<file path="src/fswd_pkg.sv">
package fswd_pkg;

  // ==========================================================
  // counter geometry
  localparam int CNT_W = 16;
  localparam int RELOAD_W = 8;
  localparam int PRE_W = 7;
  localparam logic [7:0] LOW_BYTE_CLR = 8'h00;
  localparam logic [CNT_W-1:0] CNT_RST = 16'h0000;
  localparam logic [CNT_W-1:0] CNT_TOP = 16'hFFFF;
  localparam logic [CNT_W-1:0] CNT_ONE = 16'h0001;

  // ==========================================================
  // prescaler divide factors
  localparam int DIV_FAST = 2;
  localparam int DIV_SLOW = 128;
  localparam logic [PRE_W-1:0] PRE_FAST_LAST = PRE_W'(DIV_FAST - 1);
  localparam logic [PRE_W-1:0] PRE_SLOW_LAST = PRE_W'(DIV_SLOW - 1);
  localparam logic [PRE_W-1:0] PRE_RST = 7'h00;
  localparam logic [PRE_W-1:0] PRE_ONE = 7'h01;

  // ==========================================================
  // internal reset sequence length
  localparam int SEQ_HALF_UNITS = 1024;
  localparam int SEQ_CYCLES = SEQ_HALF_UNITS / 2;
  localparam int SEQ_W = 10;
  localparam logic [SEQ_W-1:0] SEQ_LAST = SEQ_W'(SEQ_CYCLES - 1);
  localparam logic [SEQ_W-1:0] SEQ_RST = 10'h000;
  localparam logic [SEQ_W-1:0] SEQ_ONE = 10'h001;

  // ==========================================================
  // timeout figures, given at a reference cpu clock of 25 MHz
  localparam int REF_CLK_MHZ = 25;
  localparam int TMO_MIN_NS = 20480;
  localparam int TMO_MIN_CYC = (TMO_MIN_NS * REF_CLK_MHZ + 999) / 1000;
  localparam int TMO_FAST00_US = 5240;
  localparam int TMO_FAST00_CYC = (TMO_FAST00_US * REF_CLK_MHZ) / 1;
  localparam logic [RELOAD_W-1:0] RELOAD_SHORTEST = 8'hFF;

  // ==========================================================
  // control register image
  typedef struct packed {
    logic [RELOAD_W-1:0] reload_value_field;
    logic prescale_select_bit;
  } fswd_ctrl_s;

  localparam fswd_ctrl_s CTRL_RST = '{reload_value_field: 8'h00,
                                      prescale_select_bit: 1'b0};

  typedef enum logic [1:0] {
    ST_RUN = 2'b01,
    ST_RSTSEQ = 2'b10
  } fswd_state_e;

endpackage

</file>
<file path="src/fswd_watchdog.sv">
`timescale 1ns/1ps

// Operation
// - watchdog starts enabled and running whenever any reset ends.
// - disable instruction works only before end-of-init; ignored afterwards.
// - counter overflow requests an internal reset of the whole chip.
// - watchdog reset drives the reset-out pin low.
// - 16-bit counter ticking at clock/2 or clock/128 per select bit.
// - service loads the high byte from the reload field.
// - timeout spans 20.48us to 336ms at 25 MHz clock.
// - end-of-init releases reset-out pin high and closes disable window.
// - no watchdog reset while in bootstrap loader mode.
// - watchdog reset sequence lasts 512 clock cycles.
module fswd_watchdog import fswd_pkg::*; (
  input wire logic clk_i, // cpu clock
  input wire logic rst_i, // chip reset, sync, active high
  input wire logic service_i, // service instruction executed
  input wire logic disable_i, // disable instruction executed
  input wire logic end_init_i, // end-of-init instruction executed
  input wire logic ctrl_wr_i, // control register write strobe
  input wire fswd_ctrl_s ctrl_i, // control register write data
  input wire logic bootstrap_i, // bootstrap loader mode active
  output logic wdt_reset_o, // internal reset request, 512 cycles
  output logic reset_out_n_o, // reset-out pin, active low
  output logic running_o, // watchdog enabled
  output logic [CNT_W-1:0] count_o // current counter value
);

  // ==========================================================
  // state
  fswd_state_e state;
  fswd_ctrl_s ctrl;
  logic enabled;
  logic end_init_done;
  logic [CNT_W-1:0] count;
  logic [PRE_W-1:0] pre;
  logic [SEQ_W-1:0] seq_cnt;
  logic tick;
  logic ovf;
  logic run;
  logic seq_done;

  function automatic logic [PRE_W-1:0] pre_last(input logic sel);
    pre_last = sel ? PRE_SLOW_LAST : PRE_FAST_LAST;
  endfunction

  // tick and overflow decode; a late switch to /2 is caught by >=
  assign run = (state == ST_RUN) && enabled;
  assign tick = run && (pre >= pre_last(ctrl.prescale_select_bit));
  assign ovf = tick && (count == CNT_TOP) && !service_i;
  assign seq_done = (state == ST_RSTSEQ) && (seq_cnt == SEQ_LAST);

  // ==========================================================
  // reset sequencer state machine
  always_ff @(posedge clk_i) begin
    if (rst_i) begin
      state <= ST_RUN;
    end else begin
      unique case (state)
        ST_RUN: begin
          if (ovf && !bootstrap_i) begin
            state <= ST_RSTSEQ;
          end
        end
        ST_RSTSEQ: begin
          if (seq_done) begin
            state <= ST_RUN;
          end
        end
      endcase
    end
  end

  // sequence length counter
  always_ff @(posedge clk_i) begin
    if (rst_i || state != ST_RSTSEQ) begin
      seq_cnt <= SEQ_RST;
    end else begin
      seq_cnt <= seq_cnt + SEQ_ONE;
    end
  end

  // ==========================================================
  // control register; the sequence restores defaults like a chip reset
  always_ff @(posedge clk_i) begin
    if (rst_i || seq_done) begin
      ctrl <= CTRL_RST;
    end else if (ctrl_wr_i && state == ST_RUN) begin
      ctrl <= ctrl_i;
    end
  end

  // enable: forced on at every reset exit, off only before end-of-init
  always_ff @(posedge clk_i) begin
    if (rst_i || seq_done) begin
      enabled <= 1'b1;
    end else if (state == ST_RUN && disable_i && !end_init_done) begin
      enabled <= 1'b0;
    end
  end

  // end-of-init latch; only a reset reopens the disable window
  always_ff @(posedge clk_i) begin
    if (rst_i || seq_done) begin
      end_init_done <= 1'b0;
    end else if (state == ST_RUN && end_init_i) begin
      end_init_done <= 1'b1;
    end
  end

  // ==========================================================
  // prescaler, restarted by a service so the timeout is exact
  always_ff @(posedge clk_i) begin
    if (rst_i || !run || service_i || tick) begin
      pre <= PRE_RST;
    end else begin
      pre <= pre + PRE_ONE;
    end
  end

  // counter: service beats a same-cycle overflow, so no late reset
  always_ff @(posedge clk_i) begin
    if (rst_i || state == ST_RSTSEQ) begin
      count <= CNT_RST;
    end else if (run && service_i) begin
      count <= {ctrl.reload_value_field, LOW_BYTE_CLR};
    end else if (tick) begin
      count <= count + CNT_ONE;
    end
  end

  // ==========================================================
  // outputs, all registered
  always_ff @(posedge clk_i) begin
    if (rst_i) begin
      wdt_reset_o <= 1'b0;
    end else begin
      wdt_reset_o <= (state == ST_RUN) ? (ovf && !bootstrap_i)
                                       : !seq_done;
    end
  end

  // pin stays low until end-of-init, and again during a watchdog reset
  always_ff @(posedge clk_i) begin
    if (rst_i) begin
      reset_out_n_o <= 1'b0;
    end else if (state == ST_RUN && ovf && !bootstrap_i) begin
      reset_out_n_o <= 1'b0;
    end else if (state == ST_RUN && end_init_i) begin
      reset_out_n_o <= 1'b1;
    end else if (seq_done) begin
      reset_out_n_o <= 1'b0;
    end
  end

  always_ff @(posedge clk_i) begin
    if (rst_i) begin
      running_o <= 1'b0;
      count_o <= CNT_RST;
    end else begin
      running_o <= enabled;
      count_o <= count;
    end
  end

  // ==========================================================
  // checks
  logic rst_q;
  logic [SEQ_W:0] hi_len;
  logic [23:0] svc_age;
  logic svc_short;

  always_ff @(posedge clk_i) begin
    rst_q <= rst_i;
  end

  always_ff @(posedge clk_i) begin
    if (rst_i || !wdt_reset_o) begin
      hi_len <= '0;
    end else begin
      hi_len <= hi_len + 11'h001;
    end
  end

  // cycles since last service and whether it used the shortest setting
  always_ff @(posedge clk_i) begin
    if (rst_i || (run && service_i)) begin
      svc_age <= 24'h000000;
      svc_short <= !rst_i && !ctrl_wr_i
                   && ctrl.reload_value_field == RELOAD_SHORTEST
                   && !ctrl.prescale_select_bit;
    end else begin
      svc_age <= svc_age + 24'h000001;
      // a rewrite, a wrap or a reset sequence voids the timing claim
      if (ctrl_wr_i || ovf || state == ST_RSTSEQ) begin
        svc_short <= 1'b0;
      end
    end
  end
endmodule

</file>
<file path="config.mk">
export PLATFORM = sky130hd
export DESIGN_NAME = fswd_watchdog
export DESIGN_NICKNAME = d
export VERILOG_FILES = /design/src/fswd_pkg.sv /design/src/fswd_watchdog.sv
export SDC_FILE = /design/constraint.sdc
export NUM_CORES = 1
export LEC_CHECK = 0
export ABC_CLOCK_PERIOD_IN_PS = 2400
export BUFFER_PORTS_ARGS = -buffer_cell sky130_fd_sc_hd__clkbuf_2
export CORE_UTILIZATION = 45
export CTS_BUF_LIST = sky130_fd_sc_hd__clkbuf_4 sky130_fd_sc_hd__clkbuf_8 sky130_fd_sc_hd__clkbuf_16
export CTS_CLUSTER_DIAMETER = 30
export DETAILED_ROUTE_END_ITERATION = 10
export PLACE_DENSITY = 0.61
export SLEW_MARGIN = 20
export SYNTH_ARGS = -nofsm -noshare
export SYNTH_HDL_FRONTEND = slang
export SYNTH_SLANG_ARGS = --single-unit
</file>
<file path="constraint.sdc">
create_clock -name clk_i -period 2.4 [get_ports clk_i]
set_input_delay 0.36 -clock clk_i [delete_from_list [all_inputs] [get_ports clk_i]]
set_output_delay 0.36 -clock clk_i [all_outputs]
set_load 0.005 [all_outputs]
</file>
==> results of run 1 <==
[worst max-delay path: stages (launching register included)]
cell and delay (ps):
dfxtp_1 330, inv_1 110, ha_1 340, nand2_2 100, nor4_4 440, buf_4 200, o21ai_0 100, o311ai_0 350
o311ai_1 150
[cell families after synthesis]
| kind of cell | count (synthesis) |
|---|---|
| AOI/OAI and AO/OA | 51 |
| DFF | 65 |
| xor gates and xnor gates | 19 |
| buffers and inverters | 11 |
| adders and majority gates | 9 |
| muxes | 1 |
| and+or+nand+nor | 133 |
[through the flow]
step | area [sq um] | cells | hold WS, ps
2_1_floorplan | 2700 | 289 | 418
3_3_place_gp | 2980 | 395 | 428
3_5_place_dp | 2980 | 395 | 436
4_1_cts | 3170 | 411 | 249
5_1_grt | 3190 | 413 | 265
6_report | 3190 | 413 | 256
[metal layers]
metal	part of all wire	wire length, um	vias up	track usage
met5	0	0	-	0
met4	0.016	88	0	0.0964
met1	0.51	2800	987	0.267
met2	0.42	2310	55	0.274
li1	-	-	1135	-
met3	0.049	266	11	0.0549
[synthesized netlist by cell type, types with 2 or more instances]
| cell | number |
|---|---|
| clkbuf_1 | 5 |
| a22oi_1 | 4 |
| o2111ai_1 | 2 |
| o211ai_1 | 3 |
| xor2_1 | 11 |
| nor3_1 | 4 |
| or2_2 | 3 |
| nand2_1 | 24 |
| o311ai_1 | 3 |
| o311ai_0 | 8 |
| dfxtp_1 | 65 |
| ha_1 | 9 |
| a31o_2 | 2 |
| nand3b_1 | 2 |
| nor4_1 | 4 |
| and3_1 | 6 |
| a211oi_1 | 2 |
| nor2_1 | 35 |
| nor2b_1 | 18 |
| nand4_1 | 4 |
| a222oi_1 | 2 |
| o21ai_0 | 3 |
| nand3_1 | 20 |
| and4_1 | 2 |
| a21oi_1 | 14 |
| or3_1 | 3 |
| inv_1 | 5 |
| xnor2_1 | 8 |
[sequential cells by signal (all words and copies together), names as in the netlist, 2 cells and up]
signal,cells
count,16
ctrl,9
pre,7
seq_cnt,10
count_o,16
state,2
[placed cells by master (no fill, tap or decap), types with 3 or more instances in the layout]
cell type and instances:
nand3_1 20, nor2_1 35, nor3_1 4, nor4_1 4
or2_2 3, and3_1 6, clkbuf_4 3, buf_4 8
a22oi_1 4, clkbuf_8 11, ha_1 9, xnor2_1 8
nand4_1 4, xor2_1 11, o311ai_1 5, clkbuf_2 34
nor2b_1 18, or3_1 3, o311ai_0 6, o211ai_1 3
dfxtp_1 65, a21oi_1 14, nand2_1 24, inv_1 5
[report_power, final]
part	switching [mW]	internal, mW	total, mW
Clock	0.388	0.465	0.853
Combinational	0.133	0.0889	0.222
Sequential	0.0405	1.13	1.17
[worst max-delay path by stage]
stage | end | slack [ps] | depth (start not counted)
after CTS | count[10] | 10 | 7
after global placement | count[10] | 110 | 7
after detailed placement | count[12] | 30 | 7
after floorplan | count[9] | 280 | 7
final | count[9] | 160 | 8
after global routing | count[9] | 0.9 | 8
[timing repair]
action | CTS | global route
endpoints found under the hold margin | 0 | 0
resized for setup | 0 | 4
setup buffers | 0 | 2
setup endpoints to repair | 0 | 15
[area by class of cell]
| class | instances | share of cell area |
|---|---|---|
| Tap cell | 72 | 0.0282 |
| Timing Repair Buffer | 42 | 0.0722 |
| Inverter | 5 | 0.00588 |
| Clock inverter | 2 | 0.00392 |
| Sequential cell | 65 | 0.408 |
| Multi-Input combinational cell | 213 | 0.427 |
| Clock buffer | 14 | 0.0545 |
==> results.py, run 1 <==
metrics = {
    "sta": {
        "setup_tns_ps": 0,
        "setup_ws_ps": 162,
        "fin_crit_sh": 0.932,
        "tightest_slew_ps": 559,
        "finalWorstPathRequiredPeriod_ps": 2240,
        "finalMaxSlewViolations": 0,
        "max_freq_mhz": 447,
        "hold_viol": 0,
        "rsz0062_at_grt": "no",
        "setup-violations-final": 0,
        "finalClockSkew_ps": 4.49,
        "slew_headroom": 0.626,
    },
    "logic_synthesis": {
        "synth.distinct_cells": 46,
        "ys_top_cells_by_area": "dfxtp_1, nor2_1, ha_1",
        "seq_area_frac_synth": 0.482,
        "synth_edf_count": 0,
        "ys_seq_elements": 65,
        "synth_compound_area_frac": 0.140,
        "synth-simple-area-share": 0.255,
        "synth_top_area_share": 0.482,
        "synth_warnings": 0,
        "synth_xor_area_frac": 0.0617,
        "netlist_area_sq_um": 2700,
        "synth_fa_ha_area_frac": 0.0417,
        "muxShareOfSynthArea": 0.00371,
        "synth_top_family_by_area": "simple AND/OR/NAND/NOR gates",
        "async_flop_share": 0,
        "synth_cells": 289,
        "synth_top_cell_by_area": "dfxtp_1",
        "synth.avg_cell_area_sq_um": 9.34,
        "syn-num-nets": 314,
        "synth-main-ff-cell": "dfxtp_1",
    },
    "run": {
        "maxCapViolCount": 0,
    },
    "worst_setup_path": {
        "r2r_start": "ctrl[0]",
        "cp-start-kind": "flip-flop",
        "worstSetupPathType": "reg2reg",
        "end_kind": "flip-flop",
        "crit_arrival_ps": 2440,
        "worstRegToRegCells": 8,
        "crit_path_start": "ctrl[0]",
        "r2r_end": "count[9]",
        "worstPathMaxFanout": 6,
        "cp.required_ps": 2600,
        "r2r_setup_slack_ps": 160,
    },
    "cts": {
        "cts_inserted_buffers": 9,
        "clock_sinks": 65,
        "h-tree-depth": 3,
        "hold_buffers": 0,
        "cts_tree": "yes",
        "worstSkewPairLatency_ps": 330,
        "cts-root-buf": "clkbuf_8",
        "clk_path_buf_depth": 2,
        "cts.clk_slew.worst_paths_ps": 70,
    },
    "floorplan": {
        "fp.dieArea_sq_um": 6310,
        "rows": 27,
        "boundaryPins": 35,
        "coreArea_sq_um": 5640,
        "start_util": 0.478,
        "fp.dieW_um": 79.4,
        "die_y_um": 79.4,
    },
    "pwr": {
        "p_per_area_nw_per_um2": 702,
        "vdd_drop_max_v": 0.000391,
        "p_total_mw": 2.24,
        "leakagePower_nw": 1.25,
    },
    "hold_path": {
        "hp-class": "in2reg",
        "hp-start": "ctrl_i[1]",
        "min_to": "ctrl[1]",
        "whs_path_depth": 3,
    },
    "status": {
        "status": "complete, no violations",
    },
    "global_route": {
        "overflow": 0,
        "grt_max_degree": 15,
        "grt_pass1_vias": 1958,
        "grt_first_pass_wirelength_mm": 9.28,
        "antenna_found_initial": 0,
        "gr-usage-all-layers": 0.194,
    },
    "layout": {
        "insertedDiodeCount": 0,
        "regArea_sq_um": 1300,
        "nNetsFinal": 361,
        "multi_input_area_sq_um": 1360,
        "drive_above_1_share": 0.205,
        "area_delta_synth_final_pct": 18.2,
        "final_core_util": 0.566,
        "nFillCells": 543,
    },
    "placement": {
        "gp_routability_congestion": 0.831,
        "portBuffers": 34,
        "dp_hpwl_mm": 3.97,
        "pre_cts_slack_ps": 32.8,
    },
    "route": {
        "drt-total-wl_mm": 5.46,
        "wl_per_cell_um": 13.2,
        "drc": 0,
        "vias_per_cell": 5.30,
        "ant_nets": 0,
        "drtPass1Iterations": 5,
        "vias": 2188,
        "first_iter_violations": 104,
    },
}
(Power assumes the default switching activity.)
==> run 2: changes to the inputs <==
--- a/config.mk
+++ b/config.mk
@@ -11,6 +11,7 @@
 export CTS_BUF_LIST = sky130_fd_sc_hd__clkbuf_4 sky130_fd_sc_hd__clkbuf_8 sky130_fd_sc_hd__clkbuf_16
 export CTS_CLUSTER_DIAMETER = 30
 export DETAILED_ROUTE_END_ITERATION = 10
+export MAX_ROUTING_LAYER = met4
 export PLACE_DENSITY = 0.61
 export SLEW_MARGIN = 20
 export SYNTH_ARGS = -nofsm -noshare
==> run 2 against run 1 <==
Net effect: die area did not move; first-iteration DRC count increased by 1.9%; sequential cell count unchanged; sequential share of layout area is the same; combinational power is essentially flat; fmax about the same; clock-buffer cell count unchanged; non-clock buffer count unchanged; final cell count stayed put; critical path type unchanged.
==> results.py, run 2 (synthesis gave the netlist of run 1 again) <==
metrics = {
    "status": {
        "status": "complete, no violations",
    },
    "placement": {
        "dp_hpwl_mm": 3.97,
        "gp_routability_congestion": 0.844,
        "portBuffers": 34,
        "pre_cts_slack_ps": 32.8,
        "placed_area_sq_um": 2980,
    },
    "hold_path": {
        "hp-class": "in2reg",
    },
    "worst_setup_path": {
        "cp-start-kind": "flip-flop",
        "path_buf_inv": 2,
        "slowest_delay_ps": 440,
        "worstSetupPathType": "reg2reg",
        "cp.required_ps": 2600,
        "critical_path.top_delay_family": "compound AO/OA/AOI/OAI gates",
        "end_kind": "flip-flop",
        "worstPathMaxFanout": 6,
        "crit_arrival_ps": 2440,
        "crit_slowest_cell": "nor4_4",
        "cp_cell_sequence": "inv_1, ha_1, nand2_2, nor4_4, buf_4, o21ai_0, o311ai_0, o311ai_1",
    },
    "route": {
        "wl_met2_mm": 2.31,
        "wl_met1_mm": 2.80,
        "wl_met3_um": 268,
        "drc": 0,
        "ant_nets": 0,
        "top_layer": "met4",
        "drtPass1Iterations": 5,
        "vias": 2188,
        "vias_per_cell": 5.30,
        "drt-total-wl_mm": 5.47,
        "wl_per_cell_um": 13.2,
        "first_iter_violations": 106,
    },
    "pwr": {
        "vdd_drop_max_v": 0.000391,
        "p_sw_frac": 0.251,
        "clkPwrFrac": 0.381,
        "power_frac_seq": 0.520,
        "comb_power_share": 0.099,
        "p_switching_mw": 0.564,
        "p_per_area_nw_per_um2": 703,
        "cellInternalPower_mw": 1.68,
        "leakagePower_nw": 1.25,
    },
    "cts": {
        "clock_sinks": 65,
        "h-tree-depth": 3,
        "hold_buffers": 0,
        "cts_inserted_buffers": 9,
        "cts-root-buf": "clkbuf_8",
        "clk_path_buf_depth": 2,
        "cts.clk_slew.worst_paths_ps": 70,
        "worstSkewPairLatency_ps": 330,
        "cts_tree": "yes",
    },
    "run": {
        "maxCapViolCount": 0,
    },
    "layout": {
        "multi_input_area_sq_um": 1360,
        "regArea_sq_um": 1300,
        "area_delta_synth_final_pct": 18.2,
        "largest_registers": "count (16), count_o (16), seq_cnt (10)",
        "final_cell_mix": "dfxtp_1, nor2_1, clkbuf_2",
        "stdcell_area_sq_um": 3190,
        "drive_above_1_share": 0.205,
        "nFillCells": 543,
        "insertedDiodeCount": 0,
        "nNetsFinal": 361,
        "final_common_cell": "dfxtp_1",
    },
    "floorplan": {
        "fp.dieArea_sq_um": 6310,
        "fp.dieW_um": 79.4,
        "coreArea_sq_um": 5640,
        "rows": 27,
        "start_util": 0.478,
        "die_y_um": 79.4,
        "boundaryPins": 35,
    },
    "sta": {
        "slew_headroom": 0.626,
        "finalWorstPathRequiredPeriod_ps": 2240,
        "setup_ws_ps": 161,
        "finalClockSkew_ps": 4.49,
        "finalMaxSlewViolations": 0,
        "max_freq_mhz": 447,
        "setup-violations-final": 0,
        "tightest_slew_ps": 559,
        "fin_crit_sh": 0.933,
        "hold_viol": 0,
    },
    "global_route": {
        "grt_pass1_vias": 1947,
        "antenna_found_initial": 0,
        "grt_max_degree": 15,
        "grt_first_pass_wirelength_mm": 9.29,
        "gr-usage-all-layers": 0.199,
        "overflow": 0,
    },
}
## run 2: per-stage QoR
step	utilization	std cells	power [mW]	hold WS, ps	setup TNS (ps)
floorplan	-	289	1.32	418	0
global placement	0.528	395	1.40	428	0
detailed placement	0.528	395	1.41	436	0
CTS	0.562	411	2.26	249	0
global route	0.566	413	2.35	265	-1.29
finish	0.566	413	2.24	256	0
## run 2: tightest hold or removal path: stages
cell,delay [ps]
clkbuf_2,80
nand3_1,50
a21oi_1,50
## run 2: routing by layer
metal  up-vias  global-route usage
met2        55               0.274
li1       1136                   -
met4         0              0.0964
met5         -                   -
met1       986               0.267
met3        11              0.0549
## run 2: layout make-up
type / instances / share of cell area
tap: 72 / 0.0282
clock buffer: 14 / 0.0545
multi-input combinational: 213 / 0.427
clock inverter: 2 / 0.00392
sequential: 65 / 0.408
inverter: 5 / 0.00588
timing repair buffer: 42 / 0.0722
## run 2: final timing paths
path	start	end	slack, ps	cells after the start
worst min register to register	seq_cnt[0]	seq_cnt[0]	450	1
worst max register to register	ctrl[0]	count[9]	160	8
worst min-delay path	ctrl_i[1]	ctrl[1]	260	3
worst max-delay path	ctrl[0]	count[9]	160	8
## run 2: power groups by stage
stage,combinational [mW],clock (mW),sequential (mW)
floorplan,0.143,0,1.18
global placement,0.214,0,1.19
detailed placement,0.217,0,1.19
CTS,0.218,0.882,1.16
global route,0.248,0.937,1.17
finish,0.222,0.855,1.17
## run 2: repair_timing
action | 4_1_cts | 5_1_grt
endpoints found under the hold margin | 0 | 0
setup endpoints to repair | 0 | 15
buffers inserted | 0 | 2
resized for setup | 0 | 4
==> run 3: changes to the inputs <==
==> constraint.sdc (replaced) <==
create_clock -name clk_i -period 2.4 [get_ports clk_i]
set_input_delay 0.12 -clock clk_i [delete_from_list [all_inputs] [get_ports clk_i]]
set_output_delay 0.12 -clock clk_i [all_outputs]
set_load 0.005 [all_outputs]
==> run 3 against run 2 <==
Net effect: final area is 2.2% higher; clock-buffer cell count is 4 lower; setup slack improved by 29 ps; sequential share of layout area decreased by 0.88 points; via count up 1.5%; largest cell class unchanged; largest power group unchanged.
==> results.py, run 3 (synthesis gave the netlist of run 1 again) <==
metrics = {
    "worst_setup_path": {
        "cp-start-kind": "flip-flop",
        "r2r_setup_slack_ps": 190,
        "r2r_end": "count[10]",
        "end_kind": "flip-flop",
        "worstRegToRegCells": 7,
        "critPathCapture": "count[10]",
        "crit_arrival_ps": 2460,
        "crit_path_start": "ctrl[0]",
        "worstPathMaxFanout": 9,
        "worstSetupPathType": "reg2reg",
        "cp.required_ps": 2650,
        "r2r_start": "ctrl[0]",
    },
    "cts": {
        "h-tree-depth": 3,
        "cts_inserted_buffers": 9,
        "clk_path_buf_depth": 2,
        "clock_sinks": 65,
        "cts-root-buf": "clkbuf_8",
        "cts_tree": "yes",
        "worstSkewPairLatency_ps": 340,
        "cts.clk_slew.worst_paths_ps": 70,
    },
    "sta": {
        "setup_ws_ps": 189,
        "finalWorstPathRequiredPeriod_ps": 2210,
        "setup_tns_ps": 0,
        "setup-violations-final": 0,
        "hold_viol": 0,
        "rsz0062_at_grt": "no",
        "finalMaxSlewViolations": 0,
        "slew_headroom": 0.373,
        "fin_crit_sh": 0.921,
        "max_freq_mhz": 452,
        "tightest_slew_ps": 934,
        "finalClockSkew_ps": 6.98,
    },
    "route": {
        "vias_per_cell": 5.36,
        "drtPass1Iterations": 4,
        "first_iter_violations": 156,
        "wl_per_cell_um": 13.1,
        "vias": 2221,
        "drt-total-wl_mm": 5.44,
        "ant_nets": 0,
        "drc": 0,
    },
    "pwr": {
        "p_per_area_nw_per_um2": 779,
        "vdd_drop_max_v": 0.000536,
        "leakagePower_nw": 1.28,
        "p_total_mw": 2.54,
    },
    "floorplan": {
        "fp.dieW_um": 79.4,
        "fp.dieArea_sq_um": 6310,
        "start_util": 0.478,
        "die_y_um": 79.4,
        "coreArea_sq_um": 5640,
        "rows": 27,
        "boundaryPins": 35,
    },
    "placement": {
        "dp_hpwl_mm": 3.95,
        "pre_cts_slack_ps": 48.7,
        "dp_cells": 394,
        "portBuffers": 34,
        "gp_routability_congestion": 0.845,
    },
    "layout": {
        "drive_above_1_share": 0.202,
        "final_common_cell": "dfxtp_1",
        "largest_registers": "count (16), count_o (16), seq_cnt (10)",
        "insertedDiodeCount": 0,
        "area_delta_synth_final_pct": 20.8,
        "nNetsFinal": 362,
        "nFillCells": 530,
        "final_cell_mix": "dfxtp_1, nor2_1, clkbuf_2",
        "final_core_util": 0.578,
        "layoutNonFillerInstCount": 414,
    },
    "run": {
        "maxCapViolCount": 0,
    },
    "hold_path": {
        "hp-start": "ctrl_i[3]",
        "hp-class": "in2reg",
        "whs_path_depth": 3,
    },
    "global_route": {
        "grt_pass1_vias": 1919,
        "gr-usage-all-layers": 0.194,
        "overflow": 0,
        "antenna_found_initial": 0,
        "grt_first_pass_wirelength_mm": 9.00,
        "grt_max_degree": 19,
    },
    "status": {
        "status": "complete, no violations",
    },
}
==> run 3: layout make-up <==
class                      instances  area [sq um]  area share
clock buffer                      10           138      0.0422
clock inverter                     6           114      0.0349
inverter                           5          18.8     0.00576
multi-input combinational        213          1360       0.416
sequential                        65          1300       0.399
tap                               72          90.1      0.0276
timing repair buffer              43           243      0.0744
==> run 3: per-layer routing <==
layer,vias to the layer above,wire length (um),track usage,part of all wire
li1,1144,-,-,-
met1,1008,2700,0.249,0.50
met2,69,2420,0.276,0.45
met3,0,319,0.0789,0.059
met4,0,0,0.0618,0
met5,-,0,-,0
==> run 3: stage by stage <==
step | cell area, sq um | hold WS, ps
finish | 3260 | 15.2
global route | 3260 | 15.2
CTS | 3250 | 2.12
detailed placement | 2970 | 362
global placement | 2970 | 359
floorplan | 2700 | 257
==> run 3: critical path, cell delays in order (launching register included) <==
cell	delay, ps
dfxtp_1	330
inv_1	110
ha_1	320
nand2_1	80
nor4_4	490
o21ai_4	170
or3_4	400
o311ai_1	220
==> run 3: timing repair <==
action | CTS | global route
hold endpoints to repair | 2 | 0
setup endpoints to repair | 0 | 14
hold buffers | 2 | 0
buffers inserted | 0 | 2
resized for setup | 0 | 2
==> run 3: worst min path at each step <==
stage               endpoint  slack, ps
2_1_floorplan  end_init_done        260
3_3_place_gp         ctrl[3]        360
3_5_place_dp         ctrl[7]        360
4_1_cts              ctrl[1]          2
5_1_grt              ctrl[0]         20
6_report             ctrl[3]         20
==> run 3: report_power, final <==
part           switching [mW]  internal [mW]
combinational           0.131         0.0881
sequential             0.0402           1.12
clock                   0.434          0.722
